## src/inc/scp_defines.svh

```systemverilog
// register offsets, field positions, reset values and counts
`ifndef SCP_DEFINES_SVH
`define SCP_DEFINES_SVH
// ****************************************************************
// register map (byte addresses)
// ****************************************************************
`define SCP_OFF_MODE 4'h0
`define SCP_OFF_WDT 4'h4
`define SCP_OFF_LVD 4'h8
`define SCP_OFF_STAT 4'hc
// ****************************************************************
// field positions
// ****************************************************************
`define SCP_B_FCS 0
`define SCP_B_IDLE 1
`define SCP_B_HTO 2
`define SCP_B_LTO 3
`define SCP_B_FWK 4
`define SCP_DIV_LO 5
`define SCP_DIV_HI 7
`define SCP_B_KEEP 0
`define SCP_B_WDTEN 1
`define SCP_B_LOW_VOLTAGE_DETECT_ENABLE 0
`define SCP_B_FASTW 6
// ****************************************************************
// reset values and counts
// ****************************************************************
`define SCP_MODE_RST 8'h03
`define SCP_WDT_RST 8'h00
`define SCP_LVD_RST 8'h00
`define SCP_DIV_LF_MAX 3'h1
`define SCP_HF_STABLE 11'h400
`define SCP_RESP_OKAY 2'h0
`define SCP_RESP_SLVERR 2'h2
`endif

```

## src/inc/scp_pkg.sv

```systemverilog
// types and helpers shared by the clock and power mode controller
`default_nettype none
`include "scp_defines.svh"
package scp_pkg;
  // operating modes, one-hot
  typedef enum logic [5:0] {
    SCP_NORMAL = 6'h01,
    SCP_SLOW = 6'h02,
    SCP_IDLE_SYS_CLOCK_OFF = 6'h04,
    SCP_IDLE_SYS_CLOCK_ON = 6'h08,
    SCP_DEEP_SLEEP = 6'h10,
    SCP_SLEEP_WITH_SUB_CLOCK = 6'h20
  } scp_mode_t;
  // system clock source, one-hot
  typedef enum logic [2:0] {
    SCP_SRC_HF = 3'h1,
    SCP_SRC_DIV = 3'h2,
    SCP_SRC_LF = 3'h4
  } scp_src_t;
  // clock enables handed to the core and peripherals
  typedef struct packed {
    logic cpu;
    logic system;
    logic substitute;
    logic watchdog;
    logic time_base;
    logic hs_periph;
  } scp_clk_en_t;
  // divider state
  typedef struct packed {
    logic [5:0] cnt;
    logic [2:0] code;
    logic tick;
  } scp_div_state_t;
  // controller state
  typedef struct packed {
    scp_mode_t mode;
    scp_mode_t run_mode;
    scp_src_t src;
    logic [2:0] div_sel;
    logic fwk_en;
    logic idle_en;
    logic fcs;
    logic keep_on;
    logic wdt_en;
    logic lvd_en;
    logic hto;
    logic lto;
    logic fast_wake;
    logic [10:0] hs_cnt;
    logic [1:0] wdt_div;
    scp_clk_en_t clk_en;
    logic hs_osc_on;
    logic lf_osc_on;
    logic wdt_func_en;
    logic aw_got;
    logic [3:0] aw_addr;
    logic w_got;
    logic [7:0] wdata;
    logic wstrb0;
    logic awready;
    logic wready;
    logic bvalid;
    logic [1:0] bresp;
    logic arready;
    logic rvalid;
    logic [31:0] rdata;
    logic [1:0] rresp;
  } scp_state_t;
  // source chosen by the fast select bit and the divider field
  function automatic scp_src_t scp_pick_src(input logic fcs,
                                           input logic [2:0] div);
    if (fcs) begin
      return SCP_SRC_HF;
    end else if (div <= `SCP_DIV_LF_MAX) begin
      return SCP_SRC_LF;
    end
    return SCP_SRC_DIV;
  endfunction
  // true in the two modes where the cpu executes
  function automatic logic scp_is_run(input scp_mode_t m);
    return (m == SCP_NORMAL) || (m == SCP_SLOW);
  endfunction
endpackage
`default_nettype wire

```

## src/rtl/scp_clock_ctrl.sv

```systemverilog
// system clock selection and operating mode sequencer, axi4-lite slave
`default_nettype none
// Behaviour
// system clock from high or low source
// high source fixed by configuration input
// divided high clock, ratios two to 64
// high oscillator stops when switching to low
// substitute and time base from slow rc
// run from substitute clock right after wake
// watchdog clock: substitute or system/4
// time base clock feeds timers and interrupts
// six modes, two running, four cpu off
// fast mode divides high clock 1..64
// slow mode uses slow rc, high off
// deep sleep stops cpu, sub, watchdog clocks
// voltage detect enabled blocks deep sleep
// sub-clock sleep keeps sub, watchdog when needed
// halt, idle, keep-on low: idle clock off
// idle clock off: watchdog off if system/4
// halt, idle, keep-on high: idle clock on
// idle clock on: watchdog clock keeps running
// idle modes stop cpu, peripherals keep running; in idle clock off the system and hs_periph clocks stop as well
// divider codes: 0,1 low; 2..7 high/64..2
// fast select one gives undivided high clock
// source switching without truncated clock pulses
// wake restores pre-halt mode and clock
module scp_clock_ctrl
  import scp_pkg::*;
(
  input wire logic clk,
  input wire logic sys_rst,
  // oscillator ticks and configuration options
  input wire logic hxt_tick,
  input wire logic erc_tick,
  input wire logic internal_fast_rc_osc_tick,
  input wire logic internal_slow_rc_osc_tick,
  input wire logic [1:0] cfg_hs_sel,
  input wire logic cfg_wdt_src_sub,
  // cpu events
  input wire logic halt_req,
  input wire logic wake_req,
  // clock enables and oscillator controls
  output scp_clk_en_t clk_en,
  output logic hs_osc_on,
  output logic lf_osc_on,
  output logic wdt_func_en,
  // axi4-lite slave
  input wire logic [3:0] s_axi_awaddr,
  input wire logic s_axi_awvalid,
  output logic s_axi_awready,
  input wire logic [31:0] s_axi_wdata,
  input wire logic [3:0] s_axi_wstrb,
  input wire logic s_axi_wvalid,
  output logic s_axi_wready,
  output logic [1:0] s_axi_bresp,
  output logic s_axi_bvalid,
  input wire logic s_axi_bready,
  input wire logic [3:0] s_axi_araddr,
  input wire logic s_axi_arvalid,
  output logic s_axi_arready,
  output logic [31:0] s_axi_rdata,
  output logic [1:0] s_axi_rresp,
  output logic s_axi_rvalid,
  input wire logic s_axi_rready
);
  scp_state_t s_q; // all state
  scp_state_t s_d; // next state
  logic hf_tick; // chosen high speed tick, gated by its enable
  logic lf_tick; // slow rc tick, gated by its enable
  logic div_tick; // divided high speed tick
  logic raw_sys; // tick of the current source
  logic sys_tick; // system clock tick this cycle
  logic sub_tick; // substitute clock tick
  logic sys4_tick; // system clock divided by four
  logic running; // cpu executes
  logic sys_live; // system clock runs in this mode
  scp_src_t want_src; // source the register asks for
  logic [31:0] rd_word; // read mux
  logic rd_ok; // read address mapped
  // reset words as sized constants, since a literal cannot be sliced
  localparam logic [7:0] MODE_RST = `SCP_MODE_RST;
  localparam logic [7:0] WDT_RST = `SCP_WDT_RST;
  localparam logic [7:0] LVD_RST = `SCP_LVD_RST;
  // ****************************************************************
  // tick sources
  // ****************************************************************
  // the high oscillator is a configuration choice, not a register
  always_comb begin
    unique case (cfg_hs_sel)
      2'h0: hf_tick = hxt_tick & s_q.hs_osc_on;
      2'h1: hf_tick = erc_tick & s_q.hs_osc_on;
      default: hf_tick = internal_fast_rc_osc_tick & s_q.hs_osc_on;
    endcase
  end
  assign lf_tick = internal_slow_rc_osc_tick & s_q.lf_osc_on;
  scp_hs_divider u_div (
    .clk(clk),
    .sys_rst(sys_rst),
    .tick_in(hf_tick),
    .ratio_code(s_q.div_sel),
    .tick_out(div_tick)
  );
  // pick the tick that drives the system clock
  always_comb begin
    unique case (s_q.src)
      SCP_SRC_HF: raw_sys = hf_tick;
      SCP_SRC_DIV: raw_sys = div_tick;
      default: raw_sys = lf_tick;
    endcase
  end
  assign running = scp_is_run(s_q.mode);
  assign sys_live = running || (s_q.mode == SCP_IDLE_SYS_CLOCK_ON);
  // a high source gives no ticks until its oscillator is stable
  assign sys_tick = raw_sys && sys_live &&
                    (s_q.src == SCP_SRC_LF || s_q.hto);
  assign sub_tick = lf_tick && (s_q.mode != SCP_DEEP_SLEEP);
  assign sys4_tick = sys_tick && (s_q.wdt_div == 2'h3);
  assign want_src = scp_pick_src(s_q.fcs, s_q.div_sel);
  // ****************************************************************
  // read multiplexer
  // ****************************************************************
  always_comb begin
    rd_word = 32'h0000_0000;
    rd_ok = 1'b1;
    unique case (s_axi_araddr)
      `SCP_OFF_MODE: begin
        rd_word[`SCP_DIV_HI:`SCP_DIV_LO] = s_q.div_sel;
        rd_word[`SCP_B_FWK] = s_q.fwk_en;
        rd_word[`SCP_B_LTO] = s_q.lto;
        rd_word[`SCP_B_HTO] = s_q.hto;
        rd_word[`SCP_B_IDLE] = s_q.idle_en;
        rd_word[`SCP_B_FCS] = s_q.fcs;
      end
      `SCP_OFF_WDT: begin
        rd_word[`SCP_B_KEEP] = s_q.keep_on;
        rd_word[`SCP_B_WDTEN] = s_q.wdt_en;
      end
      `SCP_OFF_LVD: begin
        rd_word[`SCP_B_LOW_VOLTAGE_DETECT_ENABLE] = s_q.lvd_en;
      end
      `SCP_OFF_STAT: begin
        rd_word[5:0] = s_q.mode;
        rd_word[`SCP_B_FASTW] = s_q.fast_wake;
      end
      default: begin
        rd_ok = 1'b0;
      end
    endcase
  end
  // ****************************************************************
  // next state
  // ****************************************************************
  always_comb begin
    s_d = s_q;
    // --- axi write channels, taken in either order
    if (s_axi_awvalid && s_q.awready) begin
      s_d.aw_got = 1'b1;
      s_d.aw_addr = s_axi_awaddr;
    end
    if (s_axi_wvalid && s_q.wready) begin
      s_d.w_got = 1'b1;
      s_d.wdata = s_axi_wdata[7:0];
      s_d.wstrb0 = s_axi_wstrb[0];
    end
    if (s_q.bvalid && s_axi_bready) begin
      s_d.bvalid = 1'b0;
    end
    if (s_q.aw_got && s_q.w_got && !s_q.bvalid) begin
      s_d.aw_got = 1'b0;
      s_d.w_got = 1'b0;
      s_d.bvalid = 1'b1;
      s_d.bresp = `SCP_RESP_OKAY;
      unique case (s_q.aw_addr)
        `SCP_OFF_MODE: begin
          if (s_q.wstrb0) begin
            s_d.div_sel = s_q.wdata[`SCP_DIV_HI:`SCP_DIV_LO];
            s_d.fwk_en = s_q.wdata[`SCP_B_FWK];
            s_d.idle_en = s_q.wdata[`SCP_B_IDLE];
            s_d.fcs = s_q.wdata[`SCP_B_FCS];
          end
        end
        `SCP_OFF_WDT: begin
          if (s_q.wstrb0) begin
            s_d.keep_on = s_q.wdata[`SCP_B_KEEP];
            s_d.wdt_en = s_q.wdata[`SCP_B_WDTEN];
          end
        end
        `SCP_OFF_LVD: begin
          if (s_q.wstrb0) begin
            s_d.lvd_en = s_q.wdata[`SCP_B_LOW_VOLTAGE_DETECT_ENABLE];
          end
        end
        `SCP_OFF_STAT: begin
          s_d.bresp = `SCP_RESP_OKAY; // status is read only
        end
        default: begin
          s_d.bresp = `SCP_RESP_SLVERR;
        end
      endcase
    end
    s_d.awready = !s_d.aw_got && !s_d.bvalid;
    s_d.wready = !s_d.w_got && !s_d.bvalid;
    // --- axi read channel
    if (s_q.rvalid && s_axi_rready) begin
      s_d.rvalid = 1'b0;
    end
    if (s_axi_arvalid && s_q.arready) begin
      s_d.rvalid = 1'b1;
      s_d.rdata = rd_word;
      s_d.rresp = rd_ok ? `SCP_RESP_OKAY : `SCP_RESP_SLVERR;
    end
    s_d.arready = !s_d.rvalid;
    // --- mode sequencing
    if (running) begin
      // the running mode follows the clock selection
      s_d.mode = (want_src == SCP_SRC_LF) ? SCP_SLOW : SCP_NORMAL;
      if (halt_req) begin
        s_d.run_mode = s_d.mode;
        if (s_q.idle_en) begin
          s_d.mode = s_q.keep_on ? SCP_IDLE_SYS_CLOCK_ON : SCP_IDLE_SYS_CLOCK_OFF;
        end else if (s_q.lvd_en || (s_q.wdt_en && cfg_wdt_src_sub)) begin
          // deep sleep is refused while voltage detect is on
          s_d.mode = SCP_SLEEP_WITH_SUB_CLOCK;
        end else begin
          s_d.mode = SCP_DEEP_SLEEP;
        end
      end
    end else if (wake_req) begin
      s_d.mode = s_q.run_mode;
      // fast wake needs a live substitute clock to lean on
      if (s_q.run_mode == SCP_NORMAL && s_q.fwk_en && !s_q.hto &&
          (s_q.mode == SCP_SLEEP_WITH_SUB_CLOCK || s_q.mode == SCP_IDLE_SYS_CLOCK_OFF)) begin
        s_d.fast_wake = 1'b1;
      end
    end
    // --- glitch-free source switch: only at an old-source tick, or
    // while the high oscillator is stopped or not yet stable
    if (s_q.src != want_src &&
        (raw_sys || !(s_q.hs_osc_on && s_q.hto))) begin
      s_d.src = want_src;
    end
    // --- oscillator enables
    s_d.hs_osc_on = (s_d.mode == SCP_NORMAL) ||
                    (s_d.mode == SCP_IDLE_SYS_CLOCK_ON &&
                     s_d.run_mode == SCP_NORMAL);
    s_d.lf_osc_on = (s_d.mode != SCP_DEEP_SLEEP);
    // --- oscillator ready flags
    if (!s_q.hs_osc_on) begin
      s_d.hto = 1'b0;
      s_d.hs_cnt = 11'h000;
    end else if (hf_tick && !s_q.hto) begin
      s_d.hs_cnt = s_q.hs_cnt + 11'h001;
      s_d.hto = (s_d.hs_cnt == `SCP_HF_STABLE);
    end
    if (s_d.hto || !scp_is_run(s_d.mode)) begin
      s_d.fast_wake = 1'b0; // hand back to the high source
    end
    if (!s_q.lf_osc_on) begin
      s_d.lto = 1'b0;
    end else if (lf_tick) begin
      s_d.lto = 1'b1;
    end
    // --- watchdog prescaler on the system clock
    if (sys_tick) begin
      s_d.wdt_div = s_q.wdt_div + 2'h1;
    end
    // --- clock enables for the next cycle
    s_d.clk_en.system = sys_tick;
    s_d.clk_en.cpu = running &&
                     (s_q.fast_wake ? sub_tick : sys_tick);
    s_d.clk_en.substitute = sub_tick;
    s_d.clk_en.watchdog = cfg_wdt_src_sub ?
                          sub_tick : sys4_tick;
    s_d.clk_en.time_base = lf_tick && (s_q.mode != SCP_DEEP_SLEEP) &&
                           (s_q.mode != SCP_SLEEP_WITH_SUB_CLOCK);
    s_d.clk_en.hs_periph = hf_tick && s_q.hto;
    s_d.wdt_func_en = s_q.wdt_en && (s_q.mode != SCP_DEEP_SLEEP);
  end
  // ****************************************************************
  // state register
  // ****************************************************************
  always_ff @(posedge clk) begin
    if (sys_rst) begin
      s_q <= '0;
      s_q.mode <= SCP_NORMAL;
      s_q.run_mode <= SCP_NORMAL;
      s_q.src <= SCP_SRC_HF;
      s_q.div_sel <= MODE_RST[`SCP_DIV_HI:`SCP_DIV_LO];
      s_q.fwk_en <= MODE_RST[`SCP_B_FWK];
      s_q.idle_en <= MODE_RST[`SCP_B_IDLE];
      s_q.fcs <= MODE_RST[`SCP_B_FCS];
      s_q.keep_on <= WDT_RST[`SCP_B_KEEP];
      s_q.wdt_en <= WDT_RST[`SCP_B_WDTEN];
      s_q.lvd_en <= LVD_RST[`SCP_B_LOW_VOLTAGE_DETECT_ENABLE];
      s_q.hs_osc_on <= 1'b1;
      s_q.lf_osc_on <= 1'b1;
    end else begin
      s_q <= s_d;
    end
  end
  // outputs straight from the state register
  assign clk_en = s_q.clk_en;
  assign hs_osc_on = s_q.hs_osc_on;
  assign lf_osc_on = s_q.lf_osc_on;
  assign wdt_func_en = s_q.wdt_func_en;
  assign s_axi_awready = s_q.awready;
  assign s_axi_wready = s_q.wready;
  assign s_axi_bresp = s_q.bresp;
  assign s_axi_bvalid = s_q.bvalid;
  assign s_axi_arready = s_q.arready;
  assign s_axi_rdata = s_q.rdata;
  assign s_axi_rresp = s_q.rresp;
  assign s_axi_rvalid = s_q.rvalid;
  // ****************************************************************
  // assertions
  // ****************************************************************
  a_deep_sleep_quiet: assert property (@(posedge clk) disable iff (sys_rst)
    (s_q.mode == SCP_DEEP_SLEEP && $past(s_q.mode) == SCP_DEEP_SLEEP) |->
    !clk_en.cpu && !clk_en.substitute && !clk_en.watchdog &&
    !clk_en.time_base && !wdt_func_en)
    else $error("clock running in deep sleep");
  a_lvd_blocks: assert property (@(posedge clk) disable iff (sys_rst)
    (halt_req && running && !s_q.idle_en && s_q.lvd_en) |=>
    s_q.mode == SCP_SLEEP_WITH_SUB_CLOCK)
    else $error("deep sleep entered with voltage detect on");
  a_idle_keep: assert property (@(posedge clk) disable iff (sys_rst)
    (halt_req && running && s_q.idle_en) |=>
    s_q.mode == ($past(s_q.keep_on) ? SCP_IDLE_SYS_CLOCK_ON : SCP_IDLE_SYS_CLOCK_OFF))
    else $error("wrong idle mode on halt");
  a_slow_hs_off: assert property (@(posedge clk) disable iff (sys_rst)
    (s_q.mode == SCP_SLOW && $past(s_q.mode) == SCP_SLOW) |->
    !hs_osc_on && !clk_en.hs_periph)
    else $error("high oscillator on in slow mode");
  a_cpu_halted: assert property (@(posedge clk) disable iff (sys_rst)
    (!running && !scp_is_run($past(s_q.mode))) |-> !clk_en.cpu)
    else $error("cpu clocked in a halted mode");
  a_idle_sys_clock_off_wdt: assert property (@(posedge clk) disable iff (sys_rst)
    (s_q.mode == SCP_IDLE_SYS_CLOCK_OFF && $past(s_q.mode) == SCP_IDLE_SYS_CLOCK_OFF &&
     !cfg_wdt_src_sub) |-> !clk_en.watchdog)
    else $error("watchdog clock on in idle with system source");
  a_wake_restore: assert property (@(posedge clk) disable iff (sys_rst)
    (wake_req && !running) |=> s_q.mode == $past(s_q.run_mode))
    else $error("wake did not restore running mode");
  a_tbc_source: assert property (@(posedge clk) disable iff (sys_rst)
    clk_en.time_base |-> $past(internal_slow_rc_osc_tick) && $past(s_q.lf_osc_on))
    else $error("time base tick without slow rc tick");
  a_sub_wdt: assert property (@(posedge clk) disable iff (sys_rst)
    (cfg_wdt_src_sub && s_q.mode == SCP_IDLE_SYS_CLOCK_ON &&
     $past(s_q.mode) == SCP_IDLE_SYS_CLOCK_ON && $past(internal_slow_rc_osc_tick)) |-> clk_en.watchdog)
    else $error("watchdog clock lost in idle with clock on");
endmodule
`default_nettype wire

```

## src/rtl/scp_hs_divider.sv

```systemverilog
// high speed tick divider, ratio 2 to 64, switching only on a wrap
`default_nettype none
module scp_hs_divider
  import scp_pkg::*;
(
  input wire logic clk,
  input wire logic sys_rst,
  input wire logic tick_in,
  input wire logic [2:0] ratio_code,
  output logic tick_out
);
  scp_div_state_t s_q;
  scp_div_state_t s_d;
  // terminal count for a code: 2 gives 63, 7 gives 1
  function automatic logic [5:0] div_limit(input logic [2:0] code);
    return 6'((7'h40 >> (code - 3'h2)) - 7'h01);
  endfunction
  // ****************************************************************
  // count, latching a new ratio only when the count is at zero
  // ****************************************************************
  always_comb begin
    s_d = s_q;
    s_d.tick = 1'b0;
    if (s_q.cnt == 6'h00) begin
      // a ratio change mid-period would cut the pulse short
      s_d.code = (ratio_code < 3'h2) ? 3'h7 : ratio_code;
    end
    if (tick_in) begin
      if (s_q.cnt >= div_limit(s_d.code)) begin
        s_d.cnt = 6'h00;
        s_d.tick = 1'b1;
      end else begin
        s_d.cnt = s_q.cnt + 6'h01;
      end
    end
  end
  // state register
  always_ff @(posedge clk) begin
    if (sys_rst) begin
      s_q <= '{cnt: 6'h00, code: 3'h7, tick: 1'b0};
    end else begin
      s_q <= s_d;
    end
  end
  assign tick_out = s_q.tick;
  // one output pulse per full period of the latched ratio
  a_div_period: assert property (@(posedge clk) disable iff (sys_rst)
    s_q.tick |-> $past(tick_in) && $past(s_q.cnt) >= div_limit($past(s_q.code)))
    else $error("divider pulse before terminal count");
endmodule
`default_nettype wire

```

## config.mk

```make
export PLATFORM = sky130hd
export DESIGN_NAME = scp_clock_ctrl
export DESIGN_NICKNAME = d
export VERILOG_FILES = /design/src/inc/scp_pkg.sv /design/src/rtl/scp_clock_ctrl.sv /design/src/rtl/scp_hs_divider.sv
export VERILOG_INCLUDE_DIRS = /design/src /design/src/inc
export SDC_FILE = /design/constraint.sdc
export NUM_CORES = 1
export LEC_CHECK = 0
export CORE_MARGIN = 2
export CORE_UTILIZATION = 40
export DETAILED_ROUTE_END_ITERATION = 6
export DONT_BUFFER_PORTS = 1
export SYNTH_ARGS = -nofsm -noshare
export SYNTH_HDL_FRONTEND = slang
export SYNTH_HIERARCHICAL = 1
export SYNTH_SLANG_ARGS = --single-unit
```

## constraint.sdc

```tcl
create_clock -name clk -period 2.9 [get_ports clk]
set_input_delay 0.58 -clock clk [delete_from_list [all_inputs] [get_ports clk]]
set_output_delay 0.58 -clock clk [all_outputs]
set_load 0.005 [all_outputs]
```

* Word-level counts from Yosys, hierarchy flattened
Index checks and enable logic that the tools add are counted. Widths: inputs -> output; s select.
Cells by class: shift-type cells 1, mux-type cells 38, $lt $le $gt $ge 3, equality and inequality tests 27, bitwise operators 8, reductions and logical operators 56, $add $sub $neg 5
Operators by type and width (number):
- $mux 6 | 6
- $mux 35 | 1
- $logic_and 1x1->1 | 25
- $eq 6x1->1 const B | 4
- $mux 3 | 6
- $eq 4x4->1 const B | 4
- $mux 1 | 13
- $eq 6x2->1 const B | 2
- $eq 6x4->1 const B | 2
- $mux 12 | 1
- $ne 6x5->1 const B | 2
- $reduce_and 3->1 | 4
- $add 11x1->11 const B | 1
- $eq 11x11->1 const B | 1
- $mux 10 | 1
- $pmux 5 s2 | 1
- $logic_or 1x1->1 | 9
- $eq 4x3->1 const B | 2
- $logic_not 1->1 | 8
- $logic_not 4->1 | 2
- $reduce_or 2->1 | 4
- $reduce_or 4->1 | 2
- $shr 7x3->6 const A | 1
- $add 6x1->6 const B | 1
- 25 further kinds | 35
Storage, ports and cells: register bits after elaboration 91, output and inout bits 50

* Depth between registers and ports, before layout
Gate-level depths: netlist of run 1.
word-level depth 13, mapped depth 14, depth with buffers taken out 14

* Cells and area by module
Netlist of run 1, hierarchy kept.
Modules (own cells, without submodules):
- scp_clock_ctrl | area each 3957.5 sq um, instances 1, cells an instance 442, sequential area each 1541.5 sq um
- scp_hs_divider | area each 784.5 sq um, instances 1, cells an instance 93, sequential area each 200.2 sq um

* Worst setup path after synthesis of run 1
OpenSTA, ideal clock, no wires.
path type register to register, start point reg u_div/s_q[6] in the netlist's numbering, end point reg u_div/s_q[4] in the netlist's numbering, arrival 2.626 ns, slack 0.188 ns, library setup time 0.086 ns, cell stages (with the launch flop) 13, data required time 2.814 ns, cells stage by stage dfxtp_1 > or3_4 > nor2_1 > o21ai_1 > nand2_1 > ha_1 > nand2_1 > o32ai_1 > ha_1 > o21a_1 > a21oi_1 > o21ai_1 > a211oi_1
On the way: word-level cells in the longest chain between the ends 7
RTL lines:
- start: declaration | RTL line scp_hs_divider.sv:12 | scp_div_state_t s_q;
- start signal: assignment | RTL line scp_hs_divider.sv:40 | s_q <= '{cnt: 6'h00, code: 3'h7, tick: 1'b0};
- $logic_not 6->1 | RTL line scp_hs_divider.sv:24 | if (s_q.cnt == 6'h00) begin
- $mux 3 | RTL line scp_hs_divider.sv:24
- $sub 3x2->3 | RTL line scp_hs_divider.sv:16 | return 6'((7'h40 >> (code - 3'h2)) - 7'h01);
- $shr 7x3->6 | RTL line scp_hs_divider.sv:16
- $sub 6x1->6 | RTL line scp_hs_divider.sv:16
- $ge 6x6->1 (*) | RTL line scp_hs_divider.sv:29 | if (s_q.cnt >= div_limit(s_d.code)) begin
- $mux 6 (*) | RTL line scp_hs_divider.sv:29
Mark *: on every way between the ends. The rest lies on a longest branch, timed or not. A chain may end at the register's enable or synchronous reset.

* Final worst setup path of run 1
start point reg u_div/s_q[4] in the netlist's numbering, end point reg u_div/s_q[7] in the netlist's numbering
On the way: word-level cells in the longest chain between the ends 7, elaborated cells between the ends (all ways) 8, classes of those cells add/sub (3); order compare (1); shift (1); mux (2); reduce/logical (1)
RTL lines (RTL line):
- $logic_not 6->1 | scp_hs_divider.sv:24
- $mux 3 | scp_hs_divider.sv:24
- $sub 3x2->3 | scp_hs_divider.sv:16
- $shr 7x3->6 | scp_hs_divider.sv:16
- $sub 6x1->6 | scp_hs_divider.sv:16
- $ge 6x6->1 | scp_hs_divider.sv:29
- $mux 6 (*) | scp_hs_divider.sv:29
Marked as above.

==> metrics.md, run 1 <==
| Metric | Value |
|---|---|
| CTS sink cnt | `87` |
| Synth Area per Inst | `8.86 um^2` |
| Run status | `finished with violations` |
| Starting Density | `0.412` |
| Int Pwr | `2.19 mW` |
| GRT overflow | `0` |
| PortBufs | `0` |
| Pleak | `1.95 nW` |
| Vias/cell | `5.43` |
| Final WL | `10.4 mm` |
| Sequential area share after synthesis | `0.367` |
| Sw Ratio | `0.257` |
| Total power | `2.95 mW` |
| Critical Path RT | `3.16 ns` |
| Post-route ant nets | `0` |
| DR vias | `3658` |
| Fin crit share | `0.939` |
| Routed wire per std cell | `15.4 um` |
| Clk pwr share | `0.434` |
| Yosys reg bits | `87` |
| Num ports | `110` |
| Ys async rst share | `0` |
| Residual DRC | `3` |
| Peak supply drop | `0.275 mV` |
| Iteration-0 DRC count of the detailed router | `195` |
| Synth cell count leaders | `87 x dfxtp_1, 50 x nor2_1, 43 x nand2_1` |
| Max-Cap Viols | `0` |
| DP HPWL | `7.38 mm` |
| Pins over their slew limit | `0` |
| Setup violations, final | `0` |
| Number of diodes | `0` |
| Hold Crit Class | `in -> reg` |
| Slew Limit Headroom | `0.579` |
| Maximum clock rate | `367 MHz` |
| FP Rows | `39` |
| Final Skew | `0.00625 ns` |
| Hold path depth | `1` |
| Layout area overhead | `7.70%` |
| Die H | `113 um` |
| Layout cells sized above 1 | `0.141` |
| Die width | `113 um` |
| CORE AREA | `11500 um^2` |
| Synth top area cells | `dfxtp_1 37%, buf_4 6.6%, mux2i_1 4.2%` |
| CTS H-tree depth | `3` |
| Largest net degree at the start of global routing | `62` |
| Nets | `597` |
| Worst-path maximum fanout | `7` |
| R2r worst-path depth | `14` |
| Synthesis Warnings | `6` |
| CP startpoint kind | `register` |
| Final setup TNS | `0 ns` |
| Switch Pwr | `758 uW` |
| Synth Flop Type | `dfxtp_1` |
| Clock tree root driver cell | `clkbuf_16` |
| Post-Place Cells | `658` |
| Post-CTS Setup Bufs | `0` |
| Reg power frac | `0.430` |
| Final hold violation count | `0` |
| Post-layout util | `0.444` |
| Gate Count Post-Synth | `535` |
| Die ar. | `12700 um^2` |
| CTS Buf Count | `9` |
| EDFF count, synth | `0` |
| Period minus WS final | `2.72 ns` |
| GPL Wtd Cong | `0.832` |
| Worst Setup End Kind | `register` |
| Clock Latency Late Sink | `0.35 ns` |
| Failing checks | `design-rule violations` |
| Logic pwr share | `0.136` |
| Clock Path Buffers | `2` |
| Most common cell in the synthesized netlist | `dfxtp_1` |
| Initial antenna violation count | `0` |
| Final cell count without fillers | `674` |
| Cell taking the most area after synthesis | `dfxtp_1` |
| Kind of critical path | `reg -> reg` |
| CTS tree | `done` |
| Top-area cell type share of the netlist area | `0.367` |
| Power per cell area | `578 nW/um^2` |
| Drt pass-1 iters | `6` |
| Arrival @ worst endpoint | `2.98 ns` |
| Yosys cell types | `71` |
| Synth Cell Area | `4740 um^2` |
| Slew at the pin closest to its max-slew limit | `0.631 ns` |
| First-pass GRT wire length | `17.1 mm` |
| Clock slew seen by the registers of the worst setup and hold paths | `0.06 ns` |
| Total track usage | `0.167` |
| Vias in the first global route | `3460` |
layout make-up:
class	instances	area, um^2
clock inverters	6	92.6
flip-flops and latches	87	1740
fillers	1160	6410
repair buffers	21	158
inverters	9	33.8
well taps	143	179
multi-input cells	398	2660
clock buffers	10	239
per-layer routing:
metal / GRT usage / vias to the layer above / share of wire
met1: 0.219 / 1713 / 0.47
li1: - / 1831 / -
met5: 0 / - / 0
met4: 0.0634 / 0 / 0.019
met3: 0.0493 / 19 / 0.051
met2: 0.261 / 95 / 0.46
worst max-delay path: stages, from the launching register on:
cell and delay (ns):
dfxtp_1 0.34, inv_1 0.08, ha_4 0.18, nor2b_4 0.12, nand2_1 0.11, a21oi_1 0.06
a41oi_1 0.23, ha_1 0.22, nand2_1 0.07, o32ai_2 0.22, ha_1 0.29, o21a_1 0.18
a21oi_2 0.17, o21ai_4 0.13, a211oi_1 0.23
stage by stage:
stage | setup WS [ns] | hold WS [ns] | cell area, um^2
2_1_floorplan | 0.188 | 0.432 | 4840
3_3_place_gp | 0.0270 | 0.439 | 4690
3_5_place_dp | -0.0308 | 0.451 | 4690
4_1_cts | 0.0546 | 0.296 | 5030
5_1_grt | -0.0187 | 0.288 | 5110
6_report | 0.177 | 0.311 | 5110
worst paths after layout:
check             slack [ns]           end    startpoint
hold / removal          0.31       s_q[80]       sys_rst
hold reg to reg         0.46       s_q[51]       s_q[51]
setup reg to reg        0.18  u_div/s_q[7]  u_div/s_q[4]
setup / recovery        0.18  u_div/s_q[7]  u_div/s_q[4]
sequential cells by signal (all words and copies together) (netlist names), 6 cells and up:
register / count
s_q: 53
u_div/s_q: 9
s_axi_rdata: 8
clk_en: 6
what timing repair did:
| action | in CTS | in global routing |
|---|---|---|
| gates resized for setup | 3 | 15 |
| hold buffers | 0 | 0 |
| pin swaps | 0 | 4 |
| endpoints found under the setup margin | 7 | 7 |
power by group through the flow:
stage | logic (mW) | registers (mW) | clock network [mW]
floorplan | 0.288 | 1.29 | 0
global placement | 0.339 | 1.30 | 0
detailed placement | 0.348 | 1.30 | 0
CTS | 0.359 | 1.27 | 1.30
global route | 0.446 | 1.27 | 1.35
finish | 0.400 | 1.27 | 1.28
cell families (layout without fill, tap and decap cells):
kind of cell / after synthesis / count (layout) / synth area share
AND/OR/NAND/NOR: 207 / 207 / 0.228
AO/OA/AOI/OAI: 100 / 100 / 0.150
flip-flops: 87 / 87 / 0.367
buffers and inverters: 75 / 46 / 0.108
multiplexers: 30 / 30 / 0.0707
XOR/XNOR: 24 / 24 / 0.0459
adder cells (fa/ha/maj): 11 / 11 / 0.0290
other: 1 / 26 / 0.000791
placed cells by master, fill, tap and decap left out, drive strengths merged, types with 9 or more instances in the layout:
master and count:
or3 9, conb 26, mux2i 21, dfxtp 87
buf 21, nand4 10, o21ai 12, nor2 51
a21oi 34, clkbuf 10, xnor2 16, inv 10
ha 11, nand2 43, nand3 22, nor3 21
and3 10
Note: power is estimated with default switching activity, not from simulation.
==> inputs of run 2 (changes only) <==
ABC_AREA = 1   (was not set)
==> run 2 against run 1 <==
  * Largest cell class unchanged
  * Routed wire length decreased by 0.54%
  * Power increased by 13%
  * Synthesized cell count increased by 27%
  * Clock power decreased by 13%
  * Sequential share of layout area increased by 1.3 points
  * Die area decreased by 0.26%
  * Utilization decreased by 1.4 points
  * Register-to-register slack improved by 0.09 ns
  * The flow now finishes without violations
  * Design area decreased by 3.6%
  * Worst setup slack improved by 0.089 ns
  * Synthesized area decreased by 0.26%
  * Fmax increased by 3.4%
==> metrics.md, run 2 <==
| Metric | Value |
|---|---|
| Synth cell count leaders | `128 x nand2_1, 101 x nor2_1, 87 x dfxtp_1` |
| Synth Flop Type | `dfxtp_1` |
| Largest register FFs | `53` |
| Fin crit share | `0.908` |
| Gate Count Post-Synth | `682` |
| Routed wire per std cell | `12.7 um` |
| Residual DRC | `0` |
| GRT overflow | `0` |
| CORE AREA | `11500 um^2` |
| First-pass GRT wire length | `17.2 mm` |
| CTS tree | `done` |
| CTS H-tree depth | `3` |
| EDFF count, synth | `0` |
| Power per cell area | `678 nW/um^2` |
| Xor/xnor share of the synthesized area | `0.00926` |
| Placed Area | `4630 um^2` |
| DR vias | `3961` |
| Top reg by flops | `s_q` |
| Period minus WS final | `2.63 ns` |
| CTS hold repair buffers | `0` |
| Clock slew seen by the registers of the worst setup and hold paths | `0.06 ns` |
| FP Rows | `39` |
| Clock tree root driver cell | `clkbuf_16` |
| Hold Crit Class | `in -> reg` |
| Cell taking the most area after synthesis | `dfxtp_1` |
| Most common cell in the synthesized netlist | `nand2_1` |
| PortBufs | `0` |
| Vias/cell | `4.87` |
| Critical Path RT | `3.14 ns` |
| Vias in the first global route | `3700` |
| Synth Area in Adders | `0.0291` |
| Setup violations, final | `0` |
| Final WL | `10.3 mm` |
| Synthesis Warnings | `6` |
| Starting Density | `0.412` |
| Yosys reg bits | `87` |
| Pleak | `2.29 nW` |
| Fillcell total | `1171` |
| DP HPWL | `7.81 mm` |
| Initial antenna violation count | `0` |
| Largest net degree at the start of global routing | `41` |
| Worst Setup End Kind | `register` |
| Ys async rst share | `0` |
| Pins over their slew limit | `0` |
| Final setup TNS | `0 ns` |
| RSZ-0062 raised after global routing | `false` |
| Mux share of post-synthesis cell area | `0` |
| Slew Limit Headroom | `0.591` |
| Kind of critical path | `reg -> reg` |
| Synth top area cells | `dfxtp_1 37%, nand2_1 10%, nor2_1 8.0%` |
| Nets | `736` |
| CTS Buf Count | `9` |
| Yosys cell types | `41` |
| GPL Wtd Cong | `0.876` |
| Total track usage | `0.170` |
| Post-route ant nets | `0` |
| Leading cell type in the layout, fill and taps excluded | `nand2_1` |
| Peak supply drop | `0.333 mV` |
| Run status | `complete, no violations` |
| Clock Latency Late Sink | `0.35 ns` |
| Layout cells sized above 1 | `0.0896` |
| Synth Cell Area | `4730 um^2` |
| Clock Path Buffers | `2` |
| Drt pass-1 iters | `6` |
| Iteration-0 DRC count of the detailed router | `217` |
| Num ports | `110` |
| Worst-path maximum fanout | `6` |
| Synth Area in Simple Gates | `0.319` |
| Slew at the pin closest to its max-slew limit | `0.612 ns` |
| Cell area after layout | `4920 um^2` |
| Arrival @ worst endpoint | `2.87 ns` |
| Final Skew | `0.00472 ns` |
| Main combinational cell family by area after synthesis | `simple AND/OR/NAND/NOR gates` |
| Sequential area share after synthesis | `0.368` |
| CP startpoint kind | `register` |
| Die width | `113 um` |
| Final hold violation count | `0` |
| Maximum clock rate | `380 MHz` |
| Die ar. | `12700 um^2` |
| Die H | `113 um` |
| Synth Area in Compound Gates | `0.124` |
| Top-area cell type share of the netlist area | `0.368` |
| CTS sink cnt | `87` |
| Layout area overhead | `4.10%` |
| Most frequent cells in the layout | `127 x nand2_1, 101 x nor2_1, 86 x dfxtp_1, 82 x inv_1, 57 x o21ai_0` |
| Number of diodes | `0` |
| Max-Cap Viols | `0` |
| Synth Area per Inst | `6.93 um^2` |
run 2: cell count changes in the layout (fill, tap and decap cells not counted), moves of 14 or more:
| cell | change |
|---|---|
| inv_1 | +73 |
| nor2_1 | +51 |
| buf_4 | -19 |
| o21ai_0 | +48 |
| mux2i_1 | -20 |
| xnor2_1 | -14 |
| nand2_1 | +85 |
run 2: cell type report:
class                   count  area (um^2)  share of cell area
clock buffers              12          256              0.0521
clock inverters             4         30.0             0.00610
inverters                  87          327              0.0663
multi-input cells         478         2370               0.482
flip-flops and latches     87         1740               0.354
well taps                 143          179              0.0363
repair buffers              2         15.0             0.00305
run 2: where the power goes:
part | internal [mW] | total, mW | switching (mW)
Sequential | 1.29 | 1.37 | 0.0839
Clock | 0.629 | 1.11 | 0.484
Combinational | 0.295 | 0.855 | 0.559
run 2: critical path, cell delays in order (launching register included):
cell	delay (ns)
dfxtp_1	0.39
inv_1	0.07
ha_1	0.25
nand4_1	0.18
nand2_4	0.09
nor2_2	0.15
nand2_2	0.10
ha_1	0.22
inv_1	0.08
nand4_1	0.09
nand2_1	0.07
inv_1	0.04
ha_1	0.26
nand2_1	0.05
nor2_1	0.07
o21ai_0	0.08
nand2_1	0.07
nand2_1	0.08
nand2_2	0.13
nor2_1	0.05
run 2: final timing paths:
check | startpoint | end | slack, ns | cells past startpoint
worst max-delay path | u_div/s_q[5] | u_div/s_q[4] | 0.27 | 19
worst min-delay path | sys_rst | s_axi_rdata[1] | 0.30 | 1
worst max register to register | u_div/s_q[5] | u_div/s_q[4] | 0.27 | 19
worst min register to register | s_q[50] | s_axi_wready | 0.45 | 1
run 2: logic make-up (layout without fill, tap and decap cells):
logic type | count (synthesis) | after routing
adder cells (fa/ha/maj) | 11 | 11
AND/OR/NAND/NOR | 329 | 329
flip-flops | 87 | 87
AO/OA/AOI/OAI | 107 | 107
other | 1 | 26
buffers and inverters | 142 | 105
XOR/XNOR | 5 | 5
run 2: repair_timing:
item                       4_1_cts  5_1_grt
buffers inserted                 0        0
setup endpoints to repair        0        6
resized for setup                0        2
run 2: layer usage:
metal / vias up / wire length [um] / GRT usage
met5: - / 0 / 0
met4: 0 / 216 / 0.0821
met3: 14 / 615 / 0.0525
met2: 75 / 4920 / 0.280
met1: 1780 / 4580 / 0.201
li1: 2092 / - / -
run 2: metrics by stage:
step / worst slack [ns] / cells / util / hold WS (ns) / power (mW)
after floorplan: 0.501 / 707 / - / 0.426 / 2.16
after global placement: 0.276 / 797 / 0.404 / 0.441 / 2.23
after detailed placement: 0.173 / 797 / 0.404 / 0.441 / 2.25
after CTS: 0.168 / 813 / 0.429 / 0.290 / 3.37
after global routing: 0.0206 / 813 / 0.429 / 0.287 / 3.58
final: 0.266 / 813 / 0.429 / 0.299 / 3.34
